## config.mk

```make
export PLATFORM = sky130hd
export DESIGN_NAME = fps_top
export DESIGN_NICKNAME = d
export VERILOG_FILES = /design/src/core/fps_pkg.sv /design/src/core/fps_tmr_if.sv /design/src/core/fps_timer.sv /design/src/core/fps_top.sv
export VERILOG_INCLUDE_DIRS = /design/src /design/src/core
export SDC_FILE = /design/constraint.sdc
export NUM_CORES = 1
export LEC_CHECK = 0
export BUFFER_PORTS_ARGS = -buffer_cell sky130_fd_sc_hd__buf_2
export CAP_MARGIN = 5
export CORE_ASPECT_RATIO = 1.75
export CORE_MARGIN = 10
export CORE_UTILIZATION = 55
export DETAILED_ROUTE_END_ITERATION = 12
export GPL_ROUTABILITY_DRIVEN = 0
export PLACE_DENSITY_LB_ADDON = 0.12
export RECOVER_POWER = 100
export SLEW_MARGIN = 30
export SYNTH_ARGS = -nofsm -noshare
export SYNTH_HDL_FRONTEND = slang
export SYNTH_SLANG_ARGS = --single-unit
```

## constraint.sdc

```tcl
create_clock -name SYS_CLK -period 3.05 [get_ports SYS_CLK]
set_input_delay 0.1525 -clock SYS_CLK [delete_from_list [all_inputs] [get_ports SYS_CLK]]
set_output_delay 0.1525 -clock SYS_CLK [all_outputs]
set_load 0.02 [all_outputs]
```

## src/core/fps_defines.svh

```systemverilog
`ifndef FPS_DEFINES_SVH
`define FPS_DEFINES_SVH

// ************************************************************
// clock and timing
// ************************************************************
`define FPS_CLK_NS        50
`define FPS_TPSUS_NS      9400
`define FPS_TESUS_NS      16000
`define FPS_TDONES_NS     16000
`define FPS_TDRCV_MIN_NS  16000
`define FPS_TAISTOP_NS    80
`define FPS_TMRSTOP_MIN_NS 10360
// least times round up, longest times round down
`define FPS_PSUS_CYC   (16'(`FPS_TPSUS_NS / `FPS_CLK_NS) + 16'd4)
`define FPS_ESUS_CYC   (16'(`FPS_TESUS_NS / `FPS_CLK_NS) + 16'd4)
`define FPS_DONES_CYC  (16'(`FPS_TDONES_NS / `FPS_CLK_NS) + 16'd4)
`define FPS_DRCV_CYC   (16'((`FPS_TDRCV_MIN_NS + `FPS_CLK_NS - 1) \
                        / `FPS_CLK_NS) + 16'd7)
`define FPS_AISTOP_CYC (16'(`FPS_TAISTOP_NS / `FPS_CLK_NS) + 16'd15)
`define FPS_MRSTOP_CYC (16'((`FPS_TMRSTOP_MIN_NS + `FPS_CLK_NS - 1) \
                        / `FPS_CLK_NS) + 16'd4)
// length of the operations themselves
`define FPS_PROG_OP_CYC  16'd2000
`define FPS_ERASE_OP_CYC 16'd3000
`define FPS_AI_OP_CYC    16'd1000
`define FPS_MR_OP_CYC    16'd3000

// ************************************************************
// register map
// ************************************************************
`define FPS_OFS_CTRL     8'h00
`define FPS_OFS_STAT     8'h04
`define FPS_OFS_IRQ_STAT 8'h08
`define FPS_OFS_IRQ_MASK 8'h0C

// ************************************************************
// control fields
// ************************************************************
`define FPS_CTRL_HVE    0
`define FPS_CTRL_PSUS   1
`define FPS_CTRL_ESUS   2
`define FPS_CTRL_ERASE  3
`define FPS_CTRL_AIE    4
`define FPS_CTRL_INTEGRITY_CHECK_SUSPEND  5
`define FPS_CTRL_AIBPN  6
`define FPS_CTRL_AIMR   7
`define FPS_CTRL_READ_WAIT_STATE_COUNT_LO 8
`define FPS_CTRL_READ_WAIT_STATE_COUNT_HI 11
`define FPS_CTRL_APC    12
`define FPS_CTRL_LPM    16
`define FPS_CTRL_MASK   32'h0001_1FFF
`define FPS_CTRL_RST    32'h0000_0000

// ************************************************************
// status and interrupt fields
// ************************************************************
`define FPS_ST_DONE  0
`define FPS_ST_AIFIN 1
`define FPS_ST_READY 2
`define FPS_IRQ_W    3

`endif

```

## src/core/fps_pkg.sv

```systemverilog
package fps_pkg;

  typedef enum logic [1:0] {
    PE_IDLE = 2'b00,
    PE_RUN  = 2'b01,
    PE_STOP = 2'b10,
    PE_SUSP = 2'b11
  } fps_pe_type;

  typedef enum logic [2:0] {
    AI_IDLE = 3'b000,
    AI_RUN  = 3'b001,
    AI_STOP = 3'b010,
    AI_HALT = 3'b011
  } fps_ai_type;

  typedef struct packed {
    logic [31:0] ctrl;
    logic [2:0]  irq_stat;
    logic [2:0]  irq_mask;
    fps_pe_type  pe_st;
    logic        pe_erase;
    logic        pe_to_susp;
    logic        done;
    fps_ai_type  ai_st;
    logic        ai_mr;
    logic        ai_to_halt;
    logic        ai_fin;
    logic        ready;
    logic        wr_pend;
    logic [7:0]  wr_addr;
    logic [31:0] rdata;
  } fps_state_type;

  typedef struct packed {
    logic [15:0] cnt;
  } fps_tmr_state_type;

endpackage : fps_pkg

```

## src/core/fps_tmr_if.sv

```systemverilog
`timescale 1ns/1ns
interface fps_tmr_if;
  logic        load;
  logic [15:0] len;
  logic        expire;
  modport ctl (output load, output len, input expire);
  modport tmr (input load, input len, output expire);
endinterface : fps_tmr_if

```

## src/core/fps_timer.sv

```systemverilog
`timescale 1ns/1ns
module fps_timer (
  // clock and reset
  input  wire logic   clk,
  input  wire logic   rst_n,
  // control
  fps_tmr_if.tmr      t
);
  import fps_pkg::*;

  fps_tmr_state_type s_r;
  fps_tmr_state_type s_nxt;

  // ************************************************************
  // countdown: expire pulses len-1 cycles after the load edge
  // ************************************************************
  always_comb begin
    s_nxt = s_r;
    if (t.load) begin
      s_nxt.cnt = t.len;
    end else if (s_r.cnt != 16'h0000) begin
      s_nxt.cnt = s_r.cnt - 16'h0001;
    end
  end

  assign t.expire = (s_r.cnt == 16'h0001) && !t.load;

  always_ff @(posedge clk) begin
    if (!rst_n) begin
      s_r <= '0;
    end else begin
      s_r <= s_nxt;
    end
  end

endmodule : fps_timer

```

## src/core/fps_top.sv

```systemverilog
// Functional notes
// RULE1: a program suspend request sets the done flag after 9.4 us plus four clocks, never later than 11.5 us plus four.
// RULE2: an erase suspend request sets the done flag after 16 us plus four clocks, never later than 20.8 us plus four.
// RULE3: clearing a suspend bit with high voltage still enabled resumes and drops the done flag within 100 ns.
// RULE4: a rising high-voltage enable starts program or erase and clears the done flag at once.
// RULE5: a falling high-voltage enable aborts the operation and sets the done flag within 20.8 us plus four clocks.
// RULE6: after low-power exit the flash is ready after 16 to 45 us plus seven clocks.
// RULE7: a rising integrity-check enable starts a check and clears the finished flag at once.
// RULE8: clearing the integrity suspend or negated breakpoint bit resumes a halted check and clears the finished flag.
// RULE9: a falling integrity-check enable aborts an array check and sets the finished flag within 80 ns plus 15 clocks.
// RULE10: an integrity suspend of an array check sets the finished flag within 80 ns plus 15 clocks.
// RULE11: a falling integrity-check enable aborts a margin read and sets the finished flag in 10.36 to 20.42 us plus four clocks.
// RULE12: an integrity suspend of a margin read sets the finished flag in 10.36 to 20.42 us plus four clocks.
// RULE13: software should use zero wait states and pipeline zero to 33 MHz, two and one to 100 MHz.
// RULE14: software should use three wait states to 133 MHz and four to 160 MHz, pipeline one.
// RULE15: both finished flags stay set while no operation is active.
`include "fps_defines.svh"
`timescale 1ns/1ns
module fps_top (
  // clock and reset
  input  wire logic        SYS_CLK,
  input  wire logic        RST_N,
  // ahb-lite slave
  input  wire logic        HSEL,
  input  wire logic [31:0] HADDR,
  input  wire logic [1:0]  HTRANS,
  input  wire logic        HWRITE,
  input  wire logic [2:0]  HSIZE,
  input  wire logic [31:0] HWDATA,
  input  wire logic        HREADY,
  output logic      [31:0] HRDATA,
  output logic             HREADYOUT,
  output logic             HRESP,
  // flash controller status
  output logic             DONE,
  output logic             AI_FIN,
  output logic             FLASH_READY,
  output logic      [3:0]  FLASH_READ_WAIT_STATE_COUNT,
  output logic             FLASH_APC,
  // interrupt
  output logic             IRQ
);
  import fps_pkg::*;

  fps_state_type s_r;
  fps_state_type s_nxt;

  logic [2:0]  t_load;
  logic [15:0] t_len [3];
  logic [2:0]  t_exp;

  logic [31:0] c;
  logic        acc;
  logic        hv_rise;
  logic        hv_fall;
  logic        psus_set;
  logic        esus_set;
  logic        sus_clr;
  logic        aie_rise;
  logic        aie_fall;
  logic        integrity_check_suspend_set;
  logic        ai_resume;
  logic        lpm_rise;
  logic        lpm_fall;
  logic [2:0]  ev;
  logic [2:0]  w1c;

  // ************************************************************
  // timers: 0 program/erase, 1 integrity check, 2 recovery
  // ************************************************************
  fps_tmr_if tif [3] ();

  genvar gi;
  generate
    for (gi = 0; gi < 3; gi++) begin : g_tmr
      assign tif[gi].load = t_load[gi];
      assign tif[gi].len  = t_len[gi];
      assign t_exp[gi]    = tif[gi].expire;
      fps_timer u_tmr (
        .clk   (SYS_CLK),
        .rst_n (RST_N),
        .t     (tif[gi])
      );
    end
  endgenerate

  // ************************************************************
  // next state
  // ************************************************************
  always_comb begin
    s_nxt  = s_r;
    t_load = 3'b000;
    for (int i = 0; i < 3; i++) begin
      t_len[i] = 16'h0000;
    end
    acc = HSEL && HTRANS[1] && HREADY;
    w1c = 3'b000;

    // bus data phase write
    c = s_r.ctrl;
    if (s_r.wr_pend && s_r.wr_addr == `FPS_OFS_CTRL) begin
      c = HWDATA & `FPS_CTRL_MASK;
    end
    if (s_r.wr_pend && s_r.wr_addr == `FPS_OFS_IRQ_MASK) begin
      s_nxt.irq_mask = HWDATA[`FPS_IRQ_W-1:0];
    end
    if (s_r.wr_pend && s_r.wr_addr == `FPS_OFS_IRQ_STAT) begin
      w1c = HWDATA[`FPS_IRQ_W-1:0];
    end
    s_nxt.ctrl = c;

    // control bit transitions seen this write
    hv_rise   = !s_r.ctrl[`FPS_CTRL_HVE] && c[`FPS_CTRL_HVE];
    hv_fall   = s_r.ctrl[`FPS_CTRL_HVE] && !c[`FPS_CTRL_HVE];
    psus_set  = !s_r.ctrl[`FPS_CTRL_PSUS] && c[`FPS_CTRL_PSUS];
    esus_set  = !s_r.ctrl[`FPS_CTRL_ESUS] && c[`FPS_CTRL_ESUS];
    sus_clr   = (s_r.ctrl[`FPS_CTRL_PSUS] && !c[`FPS_CTRL_PSUS])
             || (s_r.ctrl[`FPS_CTRL_ESUS] && !c[`FPS_CTRL_ESUS]);
    aie_rise  = !s_r.ctrl[`FPS_CTRL_AIE] && c[`FPS_CTRL_AIE];
    aie_fall  = s_r.ctrl[`FPS_CTRL_AIE] && !c[`FPS_CTRL_AIE];
    integrity_check_suspend_set = !s_r.ctrl[`FPS_CTRL_INTEGRITY_CHECK_SUSPEND] && c[`FPS_CTRL_INTEGRITY_CHECK_SUSPEND];
    ai_resume = (s_r.ctrl[`FPS_CTRL_INTEGRITY_CHECK_SUSPEND] && !c[`FPS_CTRL_INTEGRITY_CHECK_SUSPEND])
             || (s_r.ctrl[`FPS_CTRL_AIBPN] && !c[`FPS_CTRL_AIBPN]);
    lpm_rise  = !s_r.ctrl[`FPS_CTRL_LPM] && c[`FPS_CTRL_LPM];
    lpm_fall  = s_r.ctrl[`FPS_CTRL_LPM] && !c[`FPS_CTRL_LPM];

    // ************************************************************
    // program / erase sequencer
    // ************************************************************
    unique case (s_r.pe_st)
      PE_IDLE: begin
        // RULE4 start clears done
        if (hv_rise) begin
          s_nxt.pe_st    = PE_RUN;
          s_nxt.pe_erase = c[`FPS_CTRL_ERASE];
          s_nxt.done     = 1'b0;
          t_load[0]      = 1'b1;
          t_len[0]       = c[`FPS_CTRL_ERASE] ? `FPS_ERASE_OP_CYC
                                              : `FPS_PROG_OP_CYC;
        end
      end
      PE_RUN: begin
        if (hv_fall) begin
          // RULE5 abort timing
          s_nxt.pe_st      = PE_STOP;
          s_nxt.pe_to_susp = 1'b0;
          t_load[0]        = 1'b1;
          t_len[0]         = `FPS_DONES_CYC;
        end else if (psus_set && !s_r.pe_erase) begin
          // RULE1 program suspend time
          s_nxt.pe_st      = PE_STOP;
          s_nxt.pe_to_susp = 1'b1;
          t_load[0]        = 1'b1;
          t_len[0]         = `FPS_PSUS_CYC;
        end else if (esus_set && s_r.pe_erase) begin
          // RULE2 erase suspend time
          s_nxt.pe_st      = PE_STOP;
          s_nxt.pe_to_susp = 1'b1;
          t_load[0]        = 1'b1;
          t_len[0]         = `FPS_ESUS_CYC;
        end else if (t_exp[0]) begin
          // RULE15 done held when idle
          s_nxt.pe_st = PE_IDLE;
          s_nxt.done  = 1'b1;
        end
      end
      PE_STOP: begin
        if (hv_fall) begin
          s_nxt.pe_to_susp = 1'b0;
        end
        if (t_exp[0]) begin
          s_nxt.pe_st = (s_r.pe_to_susp && !hv_fall) ? PE_SUSP : PE_IDLE;
          s_nxt.done  = 1'b1;
        end
      end
      PE_SUSP: begin
        if (!c[`FPS_CTRL_HVE]) begin
          s_nxt.pe_st = PE_IDLE;
        end else if (sus_clr) begin
          // RULE3 resume drops done
          s_nxt.pe_st = PE_RUN;
          s_nxt.done  = 1'b0;
          t_load[0]   = 1'b1;
          t_len[0]    = s_r.pe_erase ? `FPS_ERASE_OP_CYC
                                     : `FPS_PROG_OP_CYC;
        end
      end
    endcase

    // ************************************************************
    // array integrity / margin read sequencer
    // ************************************************************
    unique case (s_r.ai_st)
      AI_IDLE: begin
        // RULE7 start clears finished
        if (aie_rise) begin
          s_nxt.ai_st  = AI_RUN;
          s_nxt.ai_mr  = c[`FPS_CTRL_AIMR];
          s_nxt.ai_fin = 1'b0;
          t_load[1]    = 1'b1;
          t_len[1]     = c[`FPS_CTRL_AIMR] ? `FPS_MR_OP_CYC
                                           : `FPS_AI_OP_CYC;
        end
      end
      AI_RUN: begin
        if (aie_fall || integrity_check_suspend_set) begin
          // RULE9 RULE11 abort timing
          // RULE10 RULE12 suspend timing
          s_nxt.ai_st      = AI_STOP;
          s_nxt.ai_to_halt = !aie_fall;
          t_load[1]        = 1'b1;
          t_len[1]         = s_r.ai_mr ? `FPS_MRSTOP_CYC
                                       : `FPS_AISTOP_CYC;
        end else if (t_exp[1]) begin
          // RULE15 finished held when idle
          s_nxt.ai_st  = AI_IDLE;
          s_nxt.ai_fin = 1'b1;
        end
      end
      AI_STOP: begin
        if (aie_fall) begin
          s_nxt.ai_to_halt = 1'b0;
        end
        if (t_exp[1]) begin
          s_nxt.ai_st  = (s_r.ai_to_halt && !aie_fall) ? AI_HALT
                                                       : AI_IDLE;
          s_nxt.ai_fin = 1'b1;
        end
      end
      AI_HALT: begin
        if (!c[`FPS_CTRL_AIE]) begin
          s_nxt.ai_st = AI_IDLE;
        end else if (ai_resume) begin
          // RULE8 resume clears finished
          s_nxt.ai_st  = AI_RUN;
          s_nxt.ai_fin = 1'b0;
          t_load[1]    = 1'b1;
          t_len[1]     = s_r.ai_mr ? `FPS_MR_OP_CYC : `FPS_AI_OP_CYC;
        end
      end
      default: begin
        s_nxt.ai_st  = AI_IDLE;
        s_nxt.ai_fin = 1'b1;
      end
    endcase

    // ************************************************************
    // low-power recovery
    // ************************************************************
    if (lpm_rise) begin
      s_nxt.ready = 1'b0;
    end
    // RULE6 recovery after exit
    if (lpm_fall) begin
      t_load[2] = 1'b1;
      t_len[2]  = `FPS_DRCV_CYC;
    end else if (t_exp[2] && !c[`FPS_CTRL_LPM]) begin
      s_nxt.ready = 1'b1;
    end

    // ************************************************************
    // interrupts: rising flags are sticky, set beats clear
    // ************************************************************
    ev[`FPS_ST_DONE]  = s_nxt.done && !s_r.done;
    ev[`FPS_ST_AIFIN] = s_nxt.ai_fin && !s_r.ai_fin;
    ev[`FPS_ST_READY] = s_nxt.ready && !s_r.ready;
    s_nxt.irq_stat    = (s_r.irq_stat & ~w1c) | ev;

    // ************************************************************
    // bus address phase and read data
    // ************************************************************
    s_nxt.wr_pend = acc && HWRITE;
    s_nxt.wr_addr = HADDR[7:0];
    if (acc && !HWRITE) begin
      unique case (HADDR[7:0])
        `FPS_OFS_CTRL: begin
          s_nxt.rdata = s_nxt.ctrl;
        end
        `FPS_OFS_STAT: begin
          s_nxt.rdata = {29'h0000_0000, s_nxt.ready, s_nxt.ai_fin,
                         s_nxt.done};
        end
        `FPS_OFS_IRQ_STAT: begin
          s_nxt.rdata = {29'h0000_0000, s_nxt.irq_stat};
        end
        `FPS_OFS_IRQ_MASK: begin
          s_nxt.rdata = {29'h0000_0000, s_nxt.irq_mask};
        end
        default: begin
          s_nxt.rdata = 32'h0000_0000;
        end
      endcase
    end
  end

  // ************************************************************
  // state register
  // ************************************************************
  always_ff @(posedge SYS_CLK) begin
    if (!RST_N) begin
      s_r        <= '0;
      s_r.ctrl   <= `FPS_CTRL_RST;
      s_r.done   <= 1'b1;
      s_r.ai_fin <= 1'b1;
      s_r.ready  <= 1'b1;
    end else begin
      s_r <= s_nxt;
    end
  end

  // ************************************************************
  // outputs
  // ************************************************************
  assign HRDATA      = s_r.rdata;
  assign HREADYOUT   = 1'b1;
  assign HRESP       = 1'b0;
  assign DONE        = s_r.done;
  assign AI_FIN      = s_r.ai_fin;
  assign FLASH_READY = s_r.ready;
  // RULE13 RULE14 wait state settings
  assign FLASH_READ_WAIT_STATE_COUNT  = s_r.ctrl[`FPS_CTRL_READ_WAIT_STATE_COUNT_HI:`FPS_CTRL_READ_WAIT_STATE_COUNT_LO];
  assign FLASH_APC   = s_r.ctrl[`FPS_CTRL_APC];
  assign IRQ         = |(s_r.irq_stat & s_r.irq_mask);

endmodule : fps_top

```

## Word level (Yosys, flattened, before mapping)

Index checks and enable logic that the tools add are counted.

- Bits in registers: 139
- Latch bits: 0
- Bits in writable memories: 0
- Memory bits (read-only): 0
- Input port bits: 74
- Output and inout port bits: 43
- Word-level logic and storage cells: 211
- Memories: 0

- Add/sub/neg operators: 3
- Multiply operators: 0
- Divide/modulo/power cells: 0
- $lt $le $gt $ge: 0
- Eq/ne operators: 26
- Shifts and indexed selects: 0
- Mux-type cells: 84
- Bitwise gates (word level): 4
- Reduce and logical (&&, ||, !) cells: 76

Operators by type and width:

| kind | count |
|---|---|
| $pmux W32 S4 | 1 |
| $mux W12 | 10 |
| $mux W16 | 6 |
| $pmux W12 S3 | 2 |
| $eq A16 B1 Y1 const B | 3 |
| $reduce_bool A16 Y1 | 3 |
| $sub A16 B1 Y16 const B | 3 |
| $mux W9 | 4 |
| $eq A8 B4 Y1 const B | 4 |
| $mux W1 | 32 |
| $mux W32 | 1 |
| $logic_and A1 B1 Y1 | 31 |
| $mux W3 | 8 |
| $logic_not A1 Y1 | 23 |
| $mux W2 | 9 |
| $logic_not A8 Y1 | 2 |
| $mux W8 | 2 |
| $pmux W3 S4 | 1 |
| $ne A2 B2 Y1 const B | 5 |
| $reduce_bool A2 Y1 | 5 |
| $eq A8 B3 Y1 const B | 1 |
| $pmux W1 S4 | 2 |
| $pmux W2 S4 | 1 |
| $reduce_and A4 Y1 | 2 |
| 21 further kinds | 32 |

## Logic depth before layout (Yosys ltp)

Gate-level depths: netlist (run 1).

- Depth in word-level cells: 19
- Gate-level depth with buffers: 9
- Depth with buffers taken out: 8

## Cells and area by module

From an unflattened synthesis (run 1), not the netlist that was laid out.

- Cells, all modules: 823
- Area, all modules: 6,906.6 µm²

By module, submodules not included:

| module | times used | cells each | area an instance (µm²) | seq. area each (µm²) |
|---|---|---|---|---|
| fps_top | 1 | 475 | 4,095.2 | 1,801.7 |
| fps_timer | 3 | 116 | 937.1 | 320.3 |

## Worst setup path before layout (run 1)

OpenSTA, ideal clock, no wires.

- Path kind: flip-flop to flip-flop
- From: register g_tmr[0].u_tmr.s_r[0] (netlist bit)
- To: register g_tmr[0].u_tmr.s_r[15] (netlist bit)
- Setup time: 0.119 ns
- Arrival time: 2.125 ns
- Required time: 2.931 ns
- Setup slack: 0.806 ns
- Stages on the path, launching flop included: 10
- Path buffers: 1
- Clock period less this slack: 2.244 ns
- Cells stage by stage: dfxtp_1 inv_1 ha_1 or3b_2 clkbuf_1 nor4_1 or4_1 or3_1 xor2_1 nor2_1

- Cells in the longest elaborated chain, start to end: 3
- Elaborated cells on any way between the ends: 5
- Classes of those cells: add/sub (1); mux (2); reduce/logical (2)

RTL lines:

| element | RTL line | RTL |
|---|---|---|
| from (decl) | fps_timer.sv:11 | `fps_tmr_state_type s_r;` |
| from (signal assigned) | fps_timer.sv:32 | `s_r <= s_nxt;` |
| $sub A16 B1 Y16 | fps_timer.sv:22 | `s_nxt.cnt = s_r.cnt - 16'h0001;` |
| $mux W16 | fps_timer.sv:21 | `end else if (s_r.cnt != 16'h0000) begin` |
| $mux W16 | fps_timer.sv:19 | `if (t.load) begin` |

Parallel ways exist; a longest one is shown, timed or not. The select of a mux whose other input is x is not followed.
A chain may end at the register's enable or synchronous reset.

## Worst setup path in the final report (run 1)

- From: register s_r[35] (netlist bit)
- To: register s_r[51] (netlist bit)

- Cells in the longest elaborated chain, start to end: 13
- Elaborated cells on any way between the ends: 38
- Classes of those cells: eq/ne (4); mux (15); reduce/logical (19)

RTL lines:

| element | RTL line | RTL |
|---|---|---|
| from (decl) | fps_top.sv:45 | `fps_state_type s_r;` |
| from (signal assigned) | fps_top.sv:307 | `s_r <= s_nxt;` |
| $logic_not A8 Y1 (no source line) * | -- |  |
| $logic_and A1 B1 Y1 (no source line) * | -- |  |
| $mux W32 * | fps_top.sv:101 | `` if (s_r.wr_pend && s_r.wr_addr == `FPS_OFS_CTRL) begin `` |
| $logic_and A1 B1 Y1 (tied with other cells) | fps_top.sv:116 | `` esus_set = !s_r.ctrl[`FPS_CTRL_ESUS] && c[`FPS_CTRL_ESUS]; `` |
| $logic_and A1 B1 Y1 (on tied branches) | fps_top.sv:155, fps_top.sv:117, fps_top.sv:118 |  |
| $mux W1 or $logic_or A1 B1 Y1 (tied branches) | fps_top.sv:155, fps_top.sv:117 |  |
| $mux W1 (on tied branches) | fps_top.sv:149, fps_top.sv:179 |  |
| $mux W1 (on tied branches) | fps_top.sv:143, fps_top.sv:177 |  |
| $pmux W1 S3 | fps_top.sv:130 | `unique case (s_r.pe_st)` |
| $logic_not A1 Y1 | fps_timer.sv:26 | `assign t.expire = (s_r.cnt == 16'h0001) && !t.load;` |
| $logic_and A1 B1 Y1 | fps_timer.sv:26 |  |
| $ne A5 B4 Y1 (no source line) or $ne A2 B1 Y1 (tied branches) | -- |  |
| $reduce_and A4 Y1 (no source line) | -- |  |

Every way passes the cells marked *; elsewhere a longest branch is shown, timed or not. The select of a mux whose other input is x is not followed.

==> run metrics, run 1 <==
Non-Filler Cell Area, Final 0.007024 sq mm; FP Rows 51; Worst Hold Class in2reg; critical path peak fanout 12; via count 5,220; worst clock skew 0.007253 ns; H-tree depth 4; Leak 0.002822 uW; fin crit share 87.37%; Setup Slack @ Placement 0.6476 ns; Final Util 63.26%; total core area 0.01110 sq mm; CTS tree built; Setup TNS 0 ns; DIE HEIGHT 160.6 um; Power Density 814.3 mW/mm^2; hold_buf cts 13; ant diodes 0; asr flop ratio synth 0%; Worst-Margin Slew 1.364 ns; crit path kind reg2reg; CTS max path bufs 2; Worst slew margin 9.085%; initial antenna violation count 0; filler instances 1,031; post-synthesis net count 804; Global Route Usage Sum 19.05%; pin count of the biggest net entering global routing 34; RSZ-0062 raised after global routing no; Ys Warns 0; Synth area leaders dfxtp_1, nor2_1, buf_4, a21oi_1, nand2_1; Slowest Stage Delay on Critical Path 0.60 ns; Final Slew Violations 0; vias in the first global route 5,350; ys flop type dfxtp_1; Post-DP HPWL 10,930 um; reg2reg path depth 6; status finished, final reports clean; Arrival @ worst endpoint 2.97 ns; final setup margin 0.3851 ns; Distinct cells, synth 63; Via density 5.724; gr ovfl total 0; WL/cell 16.74 um; Initial Utilization 55.96%; final hold vios 0; Post-Syn Area per Cell 8.582 sq um; Crit. End Element flop; Synth Cell Area 0.006213 sq mm; DRC viols 0; number of synthesized register bits 138; Area growth syn-to-layout 13.05%; first-pass GRT wire length 25,360 um; Setup Buffers After CTS 0; Final setup viols 0; CP required 3.36 ns; Placed Area 0.006404 sq mm; IO Port Bufs 68; clock-pin slew of the registers on the worst-case setup and hold paths 0.06 ns; post-synthesis sequential area ratio 44.46%; minimum clock period 2.665 ns; DR iter-0 viols 330; worst skew pair latency 0.42 ns; # resized after CTS 0; critical path's slowest cell and3_1; DRT Pass-1 Iters 5; Post-synth EDFFs 0; Peak VDD IR 599.1 uV; share of the synthesized area in the top cell type 44.46%; Yosys top cell by area dfxtp_1; Cells after Synth 724; Startpoint Class flop; routed wire length 15,270 um; die area 0.01612 sq mm; max-cap viol count 0; Peak Freq 375.2 MHz; Num CTS Buffers 17; clock root cell clkbuf_16; crit-path cells nor2_1, and3_1, o21ai_0, a21oi_1, a211oi_1, o31a_1; DRT antenna net count 0; share of post-route cells with drive strength above 1 9.872%; number of clock sinks 138; most common cell after layout, fill and taps aside dfxtp_1; # IOs 117; Hold Path Depth 3; chip width 100.3 um; fin nets 847; most frequent cells in the layout dfxtp_1, nor2_1, nand2_1
[layout make-up]
cell class	instances	area, sq um	area share (%)
well taps	132	165.2	2.351
repair buffers	93	483.0	6.876
multi-input cells	497	2962	42.16
inverters	20	75.07	1.069
clock buffers	18	439.2	6.252
flip-flops and latches	138	2763	39.33
clock inverters	14	137.6	1.959
[sequential cells by signal (all words and copies together) (netlist names)]
signal	cells
AI_FIN	1
DONE	1
FLASH_APC	1
FLASH_READY	1
FLASH_READ_WAIT_STATE_COUNT	4
HRDATA	32
g_tmr.u_tmr.s_r	48
s_r	50
[path summary, 6_finish.rpt]
check	startpoint	endpoint	slack [ns]
max	s_r[35]$_SDFF_PN0_	s_r[51]$_SDFFE_PN0P_	0.39
max reg2reg	s_r[35]$_SDFF_PN0_	s_r[51]$_SDFFE_PN0P_	0.39
min reg2reg	HRDATA[4]$_SDFFE_PN0P_	HRDATA[4]$_SDFFE_PN0P_	0.46
min	HWDATA[7]	s_r[44]$_SDFFE_PN0N_	0.03
[kinds of logic after synthesis]
group	after synthesis	share of synthesized area [%]
multiplexers	8	1.289
buffers and inverters	89	7.732
adder cells (fa/ha/maj)	6	1.208
flip-flops	138	44.46
AO/OA/AOI/OAI	148	15.67
AND/OR/NAND/NOR	297	24.45
XOR/XNOR	36	5.074
other	2	0.1209
[synthesized netlist by cell type (all sizes together), types with 3 or more instances]
library cell,number
o31ai,5
a21o,3
nand4b,4
nor3b,4
buf,42
or4,13
dfxtp,138
o22ai,7
nor2,92
clkbuf,27
a21oi,48
or3,6
inv,20
o21ai,21
a22oi,22
or3b,4
nand2,56
a22o,8
nand3b,4
nand2b,12
xor2,17
nor4,14
a31oi,3
or2,3
nand3,14
and2,15
a211oi,7
ha,6
nor2b,5
xnor2,19
and3,21
o21a,5
mux2i,8
nor3,20
nand4,7
[per-stage QoR]
| stage | std cells | hold slack (ns) | power (uW) |
|---|---|---|---|
| 3_3_place_gp | 867 | 0.3692 | 3707 |
| 3_5_place_dp | 867 | 0.3747 | 3774 |
| 2_1_floorplan | 724 | 0.2663 | 3453 |
| 6_report | 912 | 0.03050 | 5720 |
| 5_1_grt | 912 | 0.01655 | 6061 |
| 4_1_cts | 912 | 0.02005 | 5771 |
[worst max-delay path, delay by kind of cell (launching register included)]
kind | cells | cell delay [ns]
compound gates | 4 | 1.18
flops | 1 | 0.33
simple gates | 2 | 1.04
[where the power goes]
group	switching (uW)	total (uW)	internal (uW)
clock	818	1980	1160
sequential	195	2190	2000
combinational	859	1550	691
total	1870	5720	3850
[per-layer routing]
| metal | share of wire, % | global-route usage, % | wire length [um] | vias to the layer above |
|---|---|---|---|---|
| met5 | 0 | 0 | 0 | - |
| met4 | 2.9 | 8.710 | 439 | 0 |
| met3 | 5.2 | 5.842 | 800 | 33 |
| met2 | 53 | 33.83 | 8090 | 122 |
| met1 | 39 | 19.62 | 5938 | 2468 |
| li1 | - | - | - | 2597 |
(Power assumes the default switching activity.)
==> run 2, diff against run 1 <==
--- a/config.mk
+++ b/config.mk
@@ -6,11 +6,12 @@
 export SDC_FILE = /design/constraint.sdc
 export NUM_CORES = 1
 export LEC_CHECK = 0
+export ABC_AREA = 1
 export BUFFER_PORTS_ARGS = -buffer_cell sky130_fd_sc_hd__buf_2
 export CAP_MARGIN = 5
 export CORE_ASPECT_RATIO = 1.75
 export CORE_MARGIN = 10
-export CORE_UTILIZATION = 55
+export CORE_UTILIZATION = 56
 export DETAILED_ROUTE_END_ITERATION = 12
 export GPL_ROUTABILITY_DRIVEN = 0
 export PLACE_DENSITY_LB_ADDON = 0.12
==> run metrics, run 2 <==
IO Port Bufs 68; Slowest Stage Delay on Critical Path 0.30 ns; clock-pin slew of the registers on the worst-case setup and hold paths 0.06 ns; critical path depth 16; gr ovfl total 0; Global Route Usage Sum 19.66%; minimum clock period 2.644 ns; vias in the first global route 5,775; H-tree depth 4; Post-synth EDFFs 0; Arrival @ worst endpoint 2.97 ns; Synth area leaders dfxtp_1, nand2_1, nor2_1, inv_1, a21oi_1; first-pass GRT wire length 26,570 um; critical path's slowest cell dfxtp_1; Initial Utilization 57.40%; Worst-Margin Slew 0.8041 ns; post-synthesis sequential area ratio 41.56%; critical path peak fanout 20; Seq. cell area 0.002763 sq mm; Power Density 860.8 mW/mm^2; worst skew pair latency 0.42 ns; Final Slew Violations 0; fin crit share 86.68%; Biggest register s_r; post-synthesis net count 977; Setup TNS 0 ns; filler instances 1,049; Peak VDD IR 578.0 uV; Post-DP HPWL 11,820 um; area of the multi-input gates 0.003012 sq mm; Post-synth top cells nand2_1, dfxtp_1, nor2_1, inv_1, a21oi_1; Via density 5.478; DRC viols 0; final setup margin 0.4061 ns; CP required 3.37 ns; Distinct cells, synth 54; status finished, final reports clean; Hold Path Depth 3; worst clock skew 0.007865 ns; Cells after Synth 897; ant diodes 0; share of the synthesized area in the top cell type 41.56%; FP Rows 52; Num CTS Buffers 17; Startpoint Class flop; Crit. End Element flop; chip width 102.4 um; final hold vios 0; DRT Pass-1 Iters 5; asr flop ratio synth 0%; Synth Cell Area 0.006648 sq mm; hold_ws 0.007798 ns; routed wire length 16,200 um; Worst slew margin 46.39%; reg2reg path depth 16; Post-Syn Area per Cell 7.411 sq um; clock root cell clkbuf_16; Worst Hold Class in2reg; initial antenna violation count 0; Final setup viols 0; top-count cell post-synth nand2_1; CTS max path bufs 2; Peak Freq 378.2 MHz; crit path kind reg2reg; most common cell after layout, fill and taps aside nand2_1; # IOs 117; RSZ-0062 raised after global routing no; share of post-route cells with drive strength above 1 9.559%; total power 6381 uW; Yosys top cell by area dfxtp_1; fin nets 1,019; CTS tree built; ys flop type dfxtp_1; number of clock sinks 138; via count 5,955; total core area 0.01158 sq mm; max-cap viol count 0; Ys Warns 0; Setup Slack @ Placement 0.5572 ns; die area 0.01680 sq mm; Final Util 64.01%; Area growth syn-to-layout 11.52%; DIE HEIGHT 164.1 um; WP buf/inv 3; number of flip-flops in the largest register 50; Most Frequent Cell on Critical Path nand2_2; number of synthesized register bits 138; crit-path cells nor2_1, nand2_1, nor2_1, nand2_2, nand2_2, nand2_4, nand3_2, inv_1, a21oi_4, nand2_2, nor2_2, nand2_2, nand2_2, inv_1, nand2_1, inv_1; most frequent cells in the layout nand2_1, dfxtp_1, nor2_1; Top delay family on crit path simple AND/OR/NAND/NOR gates; Leak 0.003244 uW; WL/cell 14.91 um; DRT antenna net count 0; DR iter-0 viols 309; pin count of the biggest net entering global routing 48
==> run 2: changes by cell type after synthesis, sizes merged, moves of 13 or more <==
cell    change
nor2       +39
and2       -15
clkbuf     -13
nand2     +107
a22oi      -22
or4        -13
inv        +91
nand3      +49
and3       -21
a21oi      +15
==> run 2: worst register-to-register path: cells and delay by family, from the launching register on <==
family | cells | cell delay, ns
buffers and inverters | 3 | 0.22
flip-flops | 1 | 0.30
AND/OR/NAND/NOR | 12 | 1.84
AO/OA/AOI/OAI | 1 | 0.18
==> run 2: stage by stage <==
step                      cell area (sq um)  instances
after floorplan                        6648        897
after global placement                 6828       1045
after detailed placement               6828       1045
after CTS                              7548       1087
after global routing                   7413       1087
final                                  7413       1087
==> run 2: cell type report <==
| class | count | share of cell area [%] |
|---|---|---|
| repair buffers | 85 | 5.840 |
| flip-flops and latches | 138 | 37.27 |
| clock buffers | 20 | 6.160 |
| multi-input cells | 586 | 40.62 |
| inverters | 111 | 5.620 |
| well taps | 135 | 2.278 |
| clock inverters | 12 | 2.211 |
==> run 2: kinds of logic after synthesis <==
kind of cell,after synthesis,synth area share (%)
flops,138,41.56
simple gates,419,29.27
buf+inv,173,12.23
xor+xnor,23,3.030
mux,1,0.1506
fa+ha+maj,6,1.129
other cells,2,0.1130
compound gates,135,12.52
==> run 2: timing repair <==
action	CTS	global route
hold endpoints to repair	9	0
gates resized for setup	0	0
hold buffers	10	0
setup buffers	0	0
==> run 2: per-layer routing <==
layer	vias to the layer above	wire, um	track usage (%)	part of all wire (%)
met2	155	8746	36.62	54
met5	-	0	0	0
met1	2778	6177	19.63	38
li1	2975	-	-	-
met3	47	751	4.249	4.6
met4	0	527	10.05	3.3
==> run 2: power by group <==
part	total [uW]	internal (uW)	leakage, uW	switching [uW]
registers	2310	2060	0.00112	245
clock network	2150	1340	0.000301	807
logic	1930	734	0.00182	1190
total	6380	4140	0.00324	2250
==> run 2: worst paths after layout <==
check / startpoint / end / slack (ns)
max: s_r[33]$_SDFF_PN0_ / g_tmr[0].u_tmr.s_r[4]$_SDFFE_PN0P_ / 0.41
min: HWDATA[8] / FLASH_READ_WAIT_STATE_COUNT[0]$_SDFF_PN0_ / 0.008
max reg2reg: s_r[33]$_SDFF_PN0_ / g_tmr[0].u_tmr.s_r[4]$_SDFFE_PN0P_ / 0.41
min reg2reg: s_r[72]$_SDFF_PN0_ / s_r[72]$_SDFF_PN0_ / 0.44
